`src/verilog/scr_pkg.sv`:
```
package scr_pkg;
   // ----------------------------------------
   // link framing
   // ----------------------------------------
   localparam int ADDR_W = 15;
   localparam int HDR_W = 16;
   localparam int BYTE_W = 8;
   localparam int FRAME_W = HDR_W + BYTE_W;

   // ----------------------------------------
   // register offsets
   // ----------------------------------------
   localparam logic [ADDR_W-1:0] OFS_IFACE_CFG = 15'h0000;
   localparam logic [ADDR_W-1:0] OFS_OP_MODE = 15'h0002;
   localparam logic [ADDR_W-1:0] OFS_MAKER_LO = 15'h000c;
   localparam logic [ADDR_W-1:0] OFS_MAKER_HI = 15'h000d;
   localparam logic [ADDR_W-1:0] OFS_STREAM_OPT = 15'h0010;
   localparam logic [ADDR_W-1:0] OFS_ALIGN_CLK = 15'h0029;
   localparam logic [ADDR_W-1:0] OFS_POS_0 = 15'h002c;
   localparam logic [ADDR_W-1:0] OFS_POS_1 = 15'h002d;
   localparam logic [ADDR_W-1:0] OFS_POS_2 = 15'h002e;

   // ----------------------------------------
   // field positions
   // ----------------------------------------
   localparam int IFC_SOFT_RESET = 7;
   localparam int IFC_ASCEND = 5;
   localparam int IFC_FOUR_WIRE = 4;
   localparam int MODE_LSB = 0;
   localparam int MODE_W = 2;
   localparam logic [MODE_W-1:0] MODE_NORMAL = 2'h0;
   localparam logic [MODE_W-1:0] MODE_POWER_DOWN = 2'h3;
   localparam int STREAM_HOLD = 0;
   localparam int ALIGN_PROC_EN = 6;
   localparam int ALIGN_RECV_EN = 5;
   localparam int ALIGN_FINE = 4;
   localparam int ALIGN_SEL_LSB = 0;
   localparam int ALIGN_SEL_W = 4;
   localparam int POS_W = 24;
   localparam int MAKER_W = 16;

   // ----------------------------------------
   // reset values and reserved masks
   // ----------------------------------------
   localparam logic [7:0] RST_IFACE_CFG = 8'h30;
   localparam logic [7:0] RST_OP_MODE = 8'h00;
   localparam logic [7:0] RST_STREAM_OPT = 8'h00;
   localparam logic [7:0] RST_ALIGN_CLK = 8'h80;
   localparam logic [7:0] RSV_IFACE_CFG = 8'h4f;
   localparam logic [7:0] RSV_OP_MODE = 8'hfc;
   localparam logic [7:0] RSV_STREAM_OPT = 8'hfe;
   localparam logic [7:0] RSV_ALIGN_CLK = 8'h80;

   // ----------------------------------------
   // timing
   // ----------------------------------------
   localparam int CLK_PERIOD_PS = 5000;
   localparam int SOFT_RESET_NS = 750;
   localparam int SOFT_RESET_CYC = (SOFT_RESET_NS * 1000 + CLK_PERIOD_PS - 1) / CLK_PERIOD_PS;
   localparam int RST_CNT_W = 8;
   localparam int SCLK_HALF_DEF = 4;

   // ----------------------------------------
   // controller register map
   // ----------------------------------------
   localparam logic [2:0] HR_ADDR = 3'h0;
   localparam logic [2:0] HR_DATA = 3'h1;
   localparam logic [2:0] HR_CMD = 3'h2;
   localparam logic [2:0] HR_STATUS = 3'h3;
   localparam logic [2:0] HR_RDATA = 3'h4;
   localparam int CMD_READ = 0;
endpackage
```
`src/verilog/scr_link_if.sv`:
```
interface scr_link_if;
   logic sclk;
   logic cs_n;
   logic sdi;
   logic sdo;
   // four-wire only: sdo is a plain output, never shared with sdi
   modport ctrl (output sclk, output cs_n, output sdi, input sdo);
   modport dev (input sclk, input cs_n, input sdi, output sdo);
endinterface

```
`src/verilog/scr_addr_step.sv`:
```
module scr_addr_step
   import scr_pkg::*;
#(
   parameter int AW = ADDR_W
) (
   input wire logic [AW-1:0] addr_i,
   input wire logic hold_i,
   input wire logic ascend_i,
   output logic [AW-1:0] addr_o
);
   if (AW < 1) begin : g_chk
      $error("scr_addr_step: AW must be at least 1");
   end

   always_comb begin
      if (hold_i) begin
         addr_o = addr_i;
      end else if (ascend_i) begin
         addr_o = addr_i + 1'b1;
      end else begin
         addr_o = addr_i - 1'b1;
      end
   end
endmodule

```
`src/verilog/scr_dev.sv`:
```
module scr_dev
   import scr_pkg::*;
#(
   parameter logic [MAKER_W-1:0] MAKER_ID = 16'h5a3c, // arbitrary value
   parameter int RESET_CYC = SOFT_RESET_CYC
) (
   input wire logic clk_i,
   input wire logic reset_i,
   scr_link_if.dev link,
   input wire logic [POS_W-1:0] alignment_edge_position_status_i,
   input wire logic alignment_event_i,
   output logic alignment_event_o,
   output logic power_down_o,
   output logic alignment_receiver_enable_o,
   output logic alignment_processor_enable_o,
   output logic alignment_window_fine_step_o,
   output logic [ALIGN_SEL_W-1:0] alignment_delay_select_o,
   output logic soft_reset_busy_o
);
   if (RESET_CYC < 1 || RESET_CYC >= 2 ** RST_CNT_W) begin : g_chk
      $error("scr_dev: RESET_CYC out of range");
   end

   // ----------------------------------------
   // state
   // ----------------------------------------
   typedef enum logic [1:0] {
      DV_IDLE,
      DV_HEADER,
      DV_DATA,
      DV_RESET
   } scr_dev_state_t;

   typedef struct packed {
      scr_dev_state_t st;
      logic sclk_q;
      logic [4:0] cnt;
      logic rd;
      logic [ADDR_W-1:0] addr;
      logic [7:0] rx;
      logic [7:0] tx;
      logic sdo;
      logic [RST_CNT_W-1:0] rst_cnt;
      logic [7:0] ifc;
      logic [7:0] opm;
      logic [7:0] stopt;
      logic [7:0] aclk;
      logic pd;
      logic evt;
      logic busy;
   } scr_dev_regs_t;

   localparam scr_dev_regs_t DEV_RST = '{
      st: DV_IDLE,
      sclk_q: 1'b0,
      cnt: 5'h00,
      rd: 1'b0,
      addr: 15'h0000,
      rx: 8'h00,
      tx: 8'h00,
      sdo: 1'b0,
      rst_cnt: 8'h00,
      ifc: RST_IFACE_CFG,
      opm: RST_OP_MODE,
      stopt: RST_STREAM_OPT,
      aclk: RST_ALIGN_CLK,
      pd: 1'b0,
      evt: 1'b0,
      busy: 1'b0
   };

   scr_dev_regs_t s;
   scr_dev_regs_t n;
   logic rise;
   logic fall;
   logic [ADDR_W-1:0] hdr_addr;
   logic [7:0] wb;
   logic [ADDR_W-1:0] step_addr;

   assign rise = link.sclk & ~s.sclk_q;
   assign fall = ~link.sclk & s.sclk_q;
   assign hdr_addr = {s.addr[ADDR_W-2:0], link.sdi};
   assign wb = {s.rx[6:0], link.sdi};

   scr_addr_step #(
      .AW(ADDR_W)
   ) u_step (
      .addr_i(s.addr),
      .hold_i(s.stopt[STREAM_HOLD]),
      .ascend_i(s.ifc[IFC_ASCEND]),
      .addr_o(step_addr)
   );

   // ----------------------------------------
   // read view
   // ----------------------------------------
   function automatic logic [7:0] rd_byte(input logic [ADDR_W-1:0] a);
      logic [7:0] v;
      v = 8'h00;
      unique case (a)
         OFS_IFACE_CFG: v = s.ifc | (8'h01 << IFC_FOUR_WIRE);
         OFS_OP_MODE: v = s.opm;
         OFS_MAKER_LO: v = MAKER_ID[7:0];
         OFS_MAKER_HI: v = MAKER_ID[15:8];
         OFS_STREAM_OPT: v = s.stopt;
         OFS_ALIGN_CLK: v = s.aclk;
         OFS_POS_0: v = alignment_edge_position_status_i[7:0];
         OFS_POS_1: v = alignment_edge_position_status_i[15:8];
         OFS_POS_2: v = alignment_edge_position_status_i[23:16];
         default: v = 8'h00;
      endcase
      return v;
   endfunction

   // ----------------------------------------
   // next state
   // ----------------------------------------
   always_comb begin
      n = s;
      n.sclk_q = link.sclk;
      n.pd = s.opm[MODE_LSB +: MODE_W] == MODE_POWER_DOWN;
      // both enables needed: a disabled receiver delivers nothing to act on
      n.evt = alignment_event_i & s.aclk[ALIGN_PROC_EN] & s.aclk[ALIGN_RECV_EN];
      unique case (s.st)
         DV_IDLE: begin
            if (!link.cs_n) begin
               n.st = DV_HEADER;
               n.cnt = 5'h00;
            end
         end
         DV_HEADER: begin
            if (link.cs_n) begin
               n.st = DV_IDLE;
            end else if (rise) begin
               {n.rd, n.addr} = {s.addr, link.sdi};
               n.cnt = s.cnt + 5'h01;
               if (s.cnt == 5'(HDR_W - 1)) begin
                  n.st = DV_DATA;
                  n.cnt = 5'h00;
                  n.tx = rd_byte(hdr_addr);
               end
            end
         end
         DV_DATA: begin
            if (link.cs_n) begin
               n.st = DV_IDLE;
            end else if (fall) begin
               n.sdo = s.tx[7];
               n.tx = {s.tx[6:0], 1'b0};
            end else if (rise) begin
               n.rx = wb;
               n.cnt = s.cnt + 5'h01;
               if (s.cnt == 5'(BYTE_W - 1)) begin
                  n.cnt = 5'h00;
                  n.addr = step_addr;
                  n.tx = rd_byte(step_addr);
                  if (!s.rd) begin
                     unique case (s.addr)
                        OFS_IFACE_CFG: begin
                           if (wb[IFC_SOFT_RESET]) begin
                              // whole bank back to reset; bit never stored
                              n = DEV_RST;
                              n.st = DV_RESET;
                           end else begin
                              n.ifc = wb & ~(8'h01 << IFC_FOUR_WIRE);
                           end
                        end
                        OFS_OP_MODE: n.opm = wb;
                        OFS_STREAM_OPT: n.stopt = wb;
                        OFS_ALIGN_CLK: n.aclk = wb;
                        default: ;
                     endcase
                  end
               end
            end
         end
         DV_RESET: begin
            // link ignored until the reset time has run and the frame ended
            if (s.rst_cnt != RST_CNT_W'(RESET_CYC - 1)) begin
               n.rst_cnt = s.rst_cnt + 1'b1;
            end else if (link.cs_n) begin
               n.st = DV_IDLE;
            end
         end
      endcase
      n.busy = n.st == DV_RESET;
   end

   always_ff @(posedge clk_i) begin
      if (reset_i) begin
         s <= DEV_RST;
      end else begin
         s <= n;
      end
   end

   // ----------------------------------------
   // outputs
   // ----------------------------------------
   assign link.sdo = s.sdo;
   assign alignment_event_o = s.evt;
   assign power_down_o = s.pd;
   assign alignment_receiver_enable_o = s.aclk[ALIGN_RECV_EN];
   assign alignment_processor_enable_o = s.aclk[ALIGN_PROC_EN];
   assign alignment_window_fine_step_o = s.aclk[ALIGN_FINE];
   assign alignment_delay_select_o = s.aclk[ALIGN_SEL_LSB +: ALIGN_SEL_W];
   assign soft_reset_busy_o = s.busy;
endmodule

```
`src/flat_wrapper.sv`:
```
// flat-port wrapper written by rule: the top's interface ports become plain ports
module scr_dev_flat import scr_pkg::*;
#(
   parameter logic [MAKER_W-1:0] MAKER_ID = 16'h5a3c,                   
   parameter int RESET_CYC = SOFT_RESET_CYC
)
  (clk_i, reset_i, alignment_edge_position_status_i, alignment_event_i, alignment_event_o, power_down_o, alignment_receiver_enable_o, alignment_processor_enable_o, alignment_window_fine_step_o, alignment_delay_select_o, soft_reset_busy_o, link_sclk, link_cs_n, link_sdi, link_sdo);
  scr_link_if link_i ();
  input wire logic clk_i;
  input wire logic reset_i;
  input wire logic [POS_W-1:0] alignment_edge_position_status_i;
  input wire logic alignment_event_i;
  output logic alignment_event_o;
  output logic power_down_o;
  output logic alignment_receiver_enable_o;
  output logic alignment_processor_enable_o;
  output logic alignment_window_fine_step_o;
  output logic [ALIGN_SEL_W-1:0] alignment_delay_select_o;
  output logic soft_reset_busy_o;
  input wire logic [$bits(link_i.sclk)-1:0] link_sclk;
  input wire logic [$bits(link_i.cs_n)-1:0] link_cs_n;
  input wire logic [$bits(link_i.sdi)-1:0] link_sdi;
  output wire logic [$bits(link_i.sdo)-1:0] link_sdo;
  assign link_i.sclk = link_sclk;
  assign link_i.cs_n = link_cs_n;
  assign link_i.sdi = link_sdi;
  assign link_sdo = link_i.sdo;
  scr_dev #(.MAKER_ID(MAKER_ID), .RESET_CYC(RESET_CYC)) u_core (.clk_i(clk_i), .reset_i(reset_i), .link(link_i), .alignment_edge_position_status_i(alignment_edge_position_status_i), .alignment_event_i(alignment_event_i), .alignment_event_o(alignment_event_o), .power_down_o(power_down_o), .alignment_receiver_enable_o(alignment_receiver_enable_o), .alignment_processor_enable_o(alignment_processor_enable_o), .alignment_window_fine_step_o(alignment_window_fine_step_o), .alignment_delay_select_o(alignment_delay_select_o), .soft_reset_busy_o(soft_reset_busy_o));
endmodule
```
`config.mk`:
```
export PLATFORM = sky130hd
export DESIGN_NAME = scr_dev_flat
export DESIGN_NICKNAME = d
export VERILOG_FILES = /design/src/verilog/scr_pkg.sv /design/src/verilog/scr_link_if.sv /design/src/verilog/scr_addr_step.sv /design/src/verilog/scr_dev.sv /design/src/flat_wrapper.sv
export SDC_FILE = /design/constraint.sdc
export NUM_CORES = 1
export LEC_CHECK = 0
export ABC_AREA = 1
export ABC_CLOCK_PERIOD_IN_PS = 5300
export BUFFER_PORTS_ARGS = -buffer_cell sky130_fd_sc_hd__buf_2
export CAP_MARGIN = 20
export CORE_MARGIN = 5
export CORE_UTILIZATION = 40
export DETAILED_ROUTE_END_ITERATION = 6
export PLACE_DENSITY = 0.54
export SLEW_MARGIN = 25
export SYNTH_ARGS = -nofsm -noshare
export SYNTH_HDL_FRONTEND = slang
export SYNTH_HIERARCHICAL = 1
export SYNTH_SLANG_ARGS = --single-unit
```
`constraint.sdc`:
```
create_clock -name clk_i -period 5.3 [get_ports clk_i]
set_input_delay 0.53 -clock clk_i [delete_from_list [all_inputs] [get_ports clk_i]]
set_output_delay 0.53 -clock clk_i [all_outputs]
set_load 0.02 [all_outputs]
```
# ---- Word level (Yosys, flattened, before mapping)
# Cells that the tools add are included.
dict set report totals {
  word_cells 147
  inputBits 30
  output_inout_bits 11
  reg_bits 83
}
dict set report classes {
  eq_ne 43
  addsub 4
  bitwise 9
  n_reduce_logical 24
  mux 51
}
# cell count
set ops {}
lappend ops {{2-to-1 mux 84 bit} 3}
lappend ops {{2-to-1 mux 27 bit} 7}
lappend ops {{one-hot mux 8 bit (9 select lines)} 2}
lappend ops {{equality test 15 x 6 -> 1 bit (second input constant)} 9}
lappend ops {{2-to-1 mux 82 bit} 1}
lappend ops {{one-hot mux 8 bit (2 select lines)} 5}
lappend ops {{2-to-1 mux 8 bit} 8}
lappend ops {{equality test 15 x 4 -> 1 bit (second input constant)} 4}
lappend ops {{2-to-1 mux 57 bit} 1}
lappend ops {{2-to-1 mux 49 bit} 1}
lappend ops {{equality test 15 x 2 -> 1 bit (second input constant)} 3}
lappend ops {{equality test 15 x 5 -> 1 bit (second input constant)} 3}
lappend ops {{zero test 15 bit} 3}
lappend ops {{2-to-1 mux 43 bit} 1}
lappend ops {{2-to-1 mux 21 bit} 2}
lappend ops {{AND reduction 7 bit} 5}
lappend ops {{2-to-1 mux 32 bit} 1}
lappend ops {{one-hot mux 16 bit (2 select lines)} 1}
lappend ops {{2-to-1 mux 15 bit} 2}
lappend ops {{AND reduction 8 bit} 3}
lappend ops {{nonzero test 2 bit} 9}
lappend ops {{adder 15 x 1 -> 15 bit (second input constant)} 1}
lappend ops {{one-hot mux 5 bit (3 select lines)} 1}
lappend ops {{subtractor 15 x 1 -> 15 bit (second input constant)} 1}
lappend ops {{other kinds (24)} 54}

# ---- Longest topological paths before layout
dict set report depth {
  depth_word 18
  ltp_mapped 23
  depth_no_buf 22
}

# ---- Cells and area by module
# Netlist, hierarchy kept.
# mod cells_per_inst area_per_inst_um2 seq_area_each_um2 instances
set modules_own_cells {}
lappend modules_own_cells {scr_dev 903 5763.0 1621.6 1}
lappend modules_own_cells {scr_addr_step 211 1042.2 0.0 1}

# ---- Worst setup path before layout
# No wires, ideal clock.
dict set report synth_timing {
  path_type {register to register}
  startpoint {register u_core/s[32] (netlist bit)}
  endpoint {register u_core/s[45] (netlist bit)}
  t_arrival_ns 2.752
  setup_ns 0.070
  stages_incl_launch_ff 20
  path_buffers 0
  synth_period_minus_slack_ns 2.821
  required_ns 5.230
  path_slack_ns 2.479
  cell_sequence {dfxtp_1 -> inv_1 -> ha_1 -> nand2_1 -> nor2_1 -> nor2_2 -> xor2_1 -> o21ai_0 -> inv_1 -> nor2_1 -> nand2_1 -> nor2_1 -> nand2_1 -> nand2_1 -> nor2_1 -> nand3_2 -> nand3_1 -> nand2_1 -> nand2_1 -> a21oi_1}
}
dict set report synth_via {
  elab_chain_len 16
  elab_cells_between_ends 24
  classes_between {eq/ne: 8; mux: 15; reduce/logical: 1}
}
# item line_no
set synth_lines {}
lappend synth_lines {{from (decl)} scr_dev.sv:72} ;# scr_dev_regs_t s;
lappend synth_lines {{from (signal assigned)} scr_dev.sv:193} ;# s <= n;
lappend synth_lines {{2-to-1 mux 15 bit (*)} scr_addr_step.sv:18} ;# end else if (ascend_i) begin
lappend synth_lines {{2-to-1 mux 15 bit (*)} scr_addr_step.sv:16} ;# if (hold_i) begin
lappend synth_lines {{named net u_core.step_addr[4]} scr_dev.sv:78} ;# logic [ADDR_W-1:0] step_addr;
lappend synth_lines {{equality test 15 x 6 -> 1 bit (tied with other cells)} scr_dev.sv:100} ;# unique case (a)
lappend synth_lines {{one-hot mux 8 bit (9 select lines) (*)} scr_dev.sv:100}
lappend synth_lines {{2-to-1 mux 8 bit (*) (3 in series)} n/a}
lappend synth_lines {{2-to-1 mux 8 bit (*)} scr_dev.sv:124} ;# unique case (s.st)
lappend synth_lines {{2-to-1 mux 49 bit} scr_dev.sv:160} ;# if (wb[IFC_SOFT_RESET]) begin
lappend synth_lines {{2-to-1 mux 57 bit} scr_dev.sv:158} ;# unique case (s.addr)
lappend synth_lines {{2-to-1 mux 84 bit (*)} scr_dev.sv:157} ;# if (!s.rd) begin
lappend synth_lines {{2-to-1 mux 84 bit (*)} scr_dev.sv:153} ;# if (s.cnt == 5'(BYTE_W - 1)) begin
lappend synth_lines {{2-to-1 mux 84 bit (*)} scr_dev.sv:150} ;# end else if (rise) begin
lappend synth_lines {{2-to-1 mux 9 bit (*)} scr_dev.sv:147} ;# end else if (fall) begin
lappend synth_lines {{2-to-1 mux 82 bit (*)} scr_dev.sv:145} ;# if (link.cs_n) begin
lappend synth_lines {{one-hot mux 8 bit (2 select lines) (*)} scr_dev.sv:124}
# The timed path passes the listed nets; every way through them passes the cells marked *. The select of a mux whose other input is x is not followed.
# A chain may end at the register's enable or synchronous reset.

# ---- Worst setup path after layout
dict set report layout_timing {
  startpoint {register u_core/s[32] (netlist bit)}
  endpoint {register u_core/s[50] (netlist bit)}
}
# Same word-level chain as after synthesis.

==> flow_metrics.env <==
export IMPL_netlist_area_leader_share=0.238
export IMPL_port_buffers=40
export IMPL_netlist_top_cells_count="nand2_1, inv_1, nand3_1"
export IMPL_layout_nets=1193
export IMPL_cts_hold_buf=0
export IMPL_dr_wl_met2_mm=9.47
export IMPL_drc=0
export IMPL_grt_antenna_before_repair=1
export IMPL_critPathMaxFanout=32
export IMPL_cts_sinks=81
export IMPL_placementRows=47
export IMPL_chipHeight_microns=140
export IMPL_numCtsBuffers=9
export IMPL_crit_type="flip-flop to flip-flop"
export IMPL_syn_num_nets=1171
export IMPL_async_flop_share=0
export IMPL_cts_resized=0
export IMPL_finalCritPeriodShare=0.790
export IMPL_dp_cells=1344
export IMPL_clkTransAtPathRegs_ps=60
export IMPL_ant_nets=0
export IMPL_cts_htree_levels=3
export IMPL_cp_arrival_ps=4460
export IMPL_wirelength_mm=22.0
export IMPL_grt_first_pass_wirelength_mm=35.6
export IMPL_grt_pass1_vias=6602
export IMPL_ys_seq_elements=81
export IMPL_synth_most_common_cell="nand2_1"
export IMPL_synthTopCellsByArea="dfxtp_1, nand2_1, nand3_1, inv_1, nor2_1"
export IMPL_worst_pin_slew_ps=908
export IMPL_ys_flop_type="dfxtp_1"
export IMPL_die_w_microns=140
export IMPL_hold_violations=0
export IMPL_cp_start_kind="flip-flop"
export IMPL_grt_max_degree=46
export IMPL_synth_yosys_warnings=6
export IMPL_firstDrtPassIters=5
export IMPL_met3_length_mm=1.03
export IMPL_wl_met1_mm=11.0
export IMPL_gp_congestion=0.952
export IMPL_max_freq_mhz=239
export IMPL_fin_util=0.447
export IMPL_critPathCaptureType="flip-flop"
export IMPL_vias=7220
export IMPL_holdPathStages=3
export IMPL_dieArea_sq_um=19700
export IMPL_fillers=1833
export IMPL_rsz0062_at_grt="false"
export IMPL_ios=41
export IMPL_clock_latency_ps=340
export IMPL_vias_per_cell=5.30
export IMPL_rrSetupSlack_ps=1110
export IMPL_yosys_cell_types_count=46
export IMPL_cts_root_buf="clkbuf_16"
export IMPL_grt_overflow=0
export IMPL_clk_path_buf_depth=2
export IMPL_powerDensity_nw_per_um2=291
export IMPL_setup_viol=0
export IMPL_worst_clock_skew_ps=10.3
export IMPL_drv_slew=0
export IMPL_wl_per_cell_microns=16.2
export IMPL_seq_area_frac_synth=0.238
export IMPL_area_delta_synth_final_pct=9.27
export IMPL_power_total_mw=2.16
export IMPL_max_cap_violations=0
export IMPL_p_leak_nw=3.36
export IMPL_initialDrtViolationCount=750
export IMPL_post_cts_buffers=0
export IMPL_synth_edff_count=0
export IMPL_drive_above_1_share=0.114
export IMPL_dp_hpwl_mm=16.8
export IMPL_avgSynthCellArea_sq_um=6.11
export IMPL_grt_usage=0.222
export IMPL_rr_worst_depth=21
export IMPL_core_sq_um=16600
export IMPL_finalSetupTns_ps=0
export IMPL_n_antenna_cell=0
export IMPL_relSlewSlack=0.394
export IMPL_routed_top_layer="met5"
export IMPL_hp_class="input pin to flip-flop"
export IMPL_ir_drop_uv=196
export IMPL_status="finished, final reports clean"
export IMPL_fin_crit_ps=4190
export IMPL_worstPathRequired_ps=5570
export IMPL_syn_area_sq_um=6810
export IMPL_synthCells=1114
export IMPL_layout_cells_non_filler=1361
export IMPL_start_util=0.409
export IMPL_yosysTopAreaCell="dfxtp_1"
export IMPL_cts_tree="done"
==> per-stage QoR <==
stage	instance area (sq um)	worst slack, ps	hold WS [ps]
after floorplan	6810	2480	439
after global placement	7110	1290	451
after detailed placement	7110	1250	456
after CTS	7410	1230	415
after global routing	7440	766	418
final	7440	1110	427
==> flip-flops by register name, summed over array words and instances, names as in the netlist <==
| register | flops |
|---|---|
| u_core/alignment_delay_select_o | 4 |
| u_core/alignment_event_o | 1 |
| u_core/alignment_processor_enable_o | 1 |
| u_core/alignment_receiver_enable_o | 1 |
| u_core/alignment_window_fine_step_o | 1 |
| u_core/hdr_addr | 14 |
| u_core/link.sdo | 1 |
| u_core/power_down_o | 1 |
| u_core/s | 56 |
| u_core/soft_reset_busy_o | 1 |
==> path summary, 6_finish.rpt <==
path                           from                       end
setup / recovery       u_core/s[32]              u_core/s[50]
hold / removal    alignment_event_i  u_core/alignment_event_o
setup reg to reg       u_core/s[32]              u_core/s[50]
hold reg to reg     u_core/link.sdo           u_core/link.sdo
==> cells in the final DEF (no fill, tap or decap), drive strengths merged, types with 2 or more instances in the layout <==
cell / count
a211oi: 3
a21oi: 89
a221oi: 9
a31oi: 3
buf: 47
clkbuf: 10
clkinv: 8
dfxtp: 81
ha: 26
inv: 141
nand2: 306
nand3: 131
nand3b: 4
nand4: 45
nor2: 138
nor3: 10
nor4: 2
o21a: 2
o21ai: 63
o22ai: 5
or2: 2
xnor2: 4
xor2: 6
==> worst max-delay path, stage by stage (launching register included) <==
cell and delay (ps):
dfxtp_1 580, inv_1 360, ha_1 480, nand2_1 130, nor2_1 170, nand3_1 140
nand3_1 100, nand2_1 50, nand3_1 70, nand2_1 90, nor2_1 120, nand2_1 100
nor2_4 550, buf_4 380, nand2_1 120, nand2_1 90, nor2_1 50, nand3_2 150
nand3_1 110, nand2_1 70, nand2_1 40, a21oi_1 140
==> cell type report <==
type | count | area, sq um | area share
Inverter | 144 | 543 | 0.0730
Clock buffer | 10 | 229 | 0.0308
Sequential cell | 81 | 1620 | 0.218
Timing Repair Buffer | 47 | 273 | 0.0367
Clock inverter | 6 | 66.3 | 0.00892
Tap cell | 220 | 275 | 0.0370
Multi-Input combinational cell | 853 | 4430 | 0.595
==> report_power, final <==
| part | internal (mW) | total, mW | leakage, nW | switching [mW] |
|---|---|---|---|---|
| Sequential | 0.654 | 0.721 | 0.656 | 0.0665 |
| Combinational | 0.216 | 0.810 | 2.55 | 0.594 |
| Clock | 0.367 | 0.630 | 0.147 | 0.263 |
==> cell families after synthesis <==
| group | Yosys count | share of synthesized area |
|---|---|---|
| compound gates | 177 | 0.157 |
| simple gates | 639 | 0.430 |
| flops | 81 | 0.238 |
| buf+inv | 180 | 0.111 |
| xor+xnor | 10 | 0.0129 |
| fa+ha+maj | 27 | 0.0507 |
==> routing by layer <==
layer / GRT usage / vias to the layer above
li1: - / 3721
met1: 0.319 / 3270
met2: 0.338 / 189
met3: 0.0372 / 38
met4: 0.0683 / 2
met5: 0 / -
(Power assumes the default switching activity.)
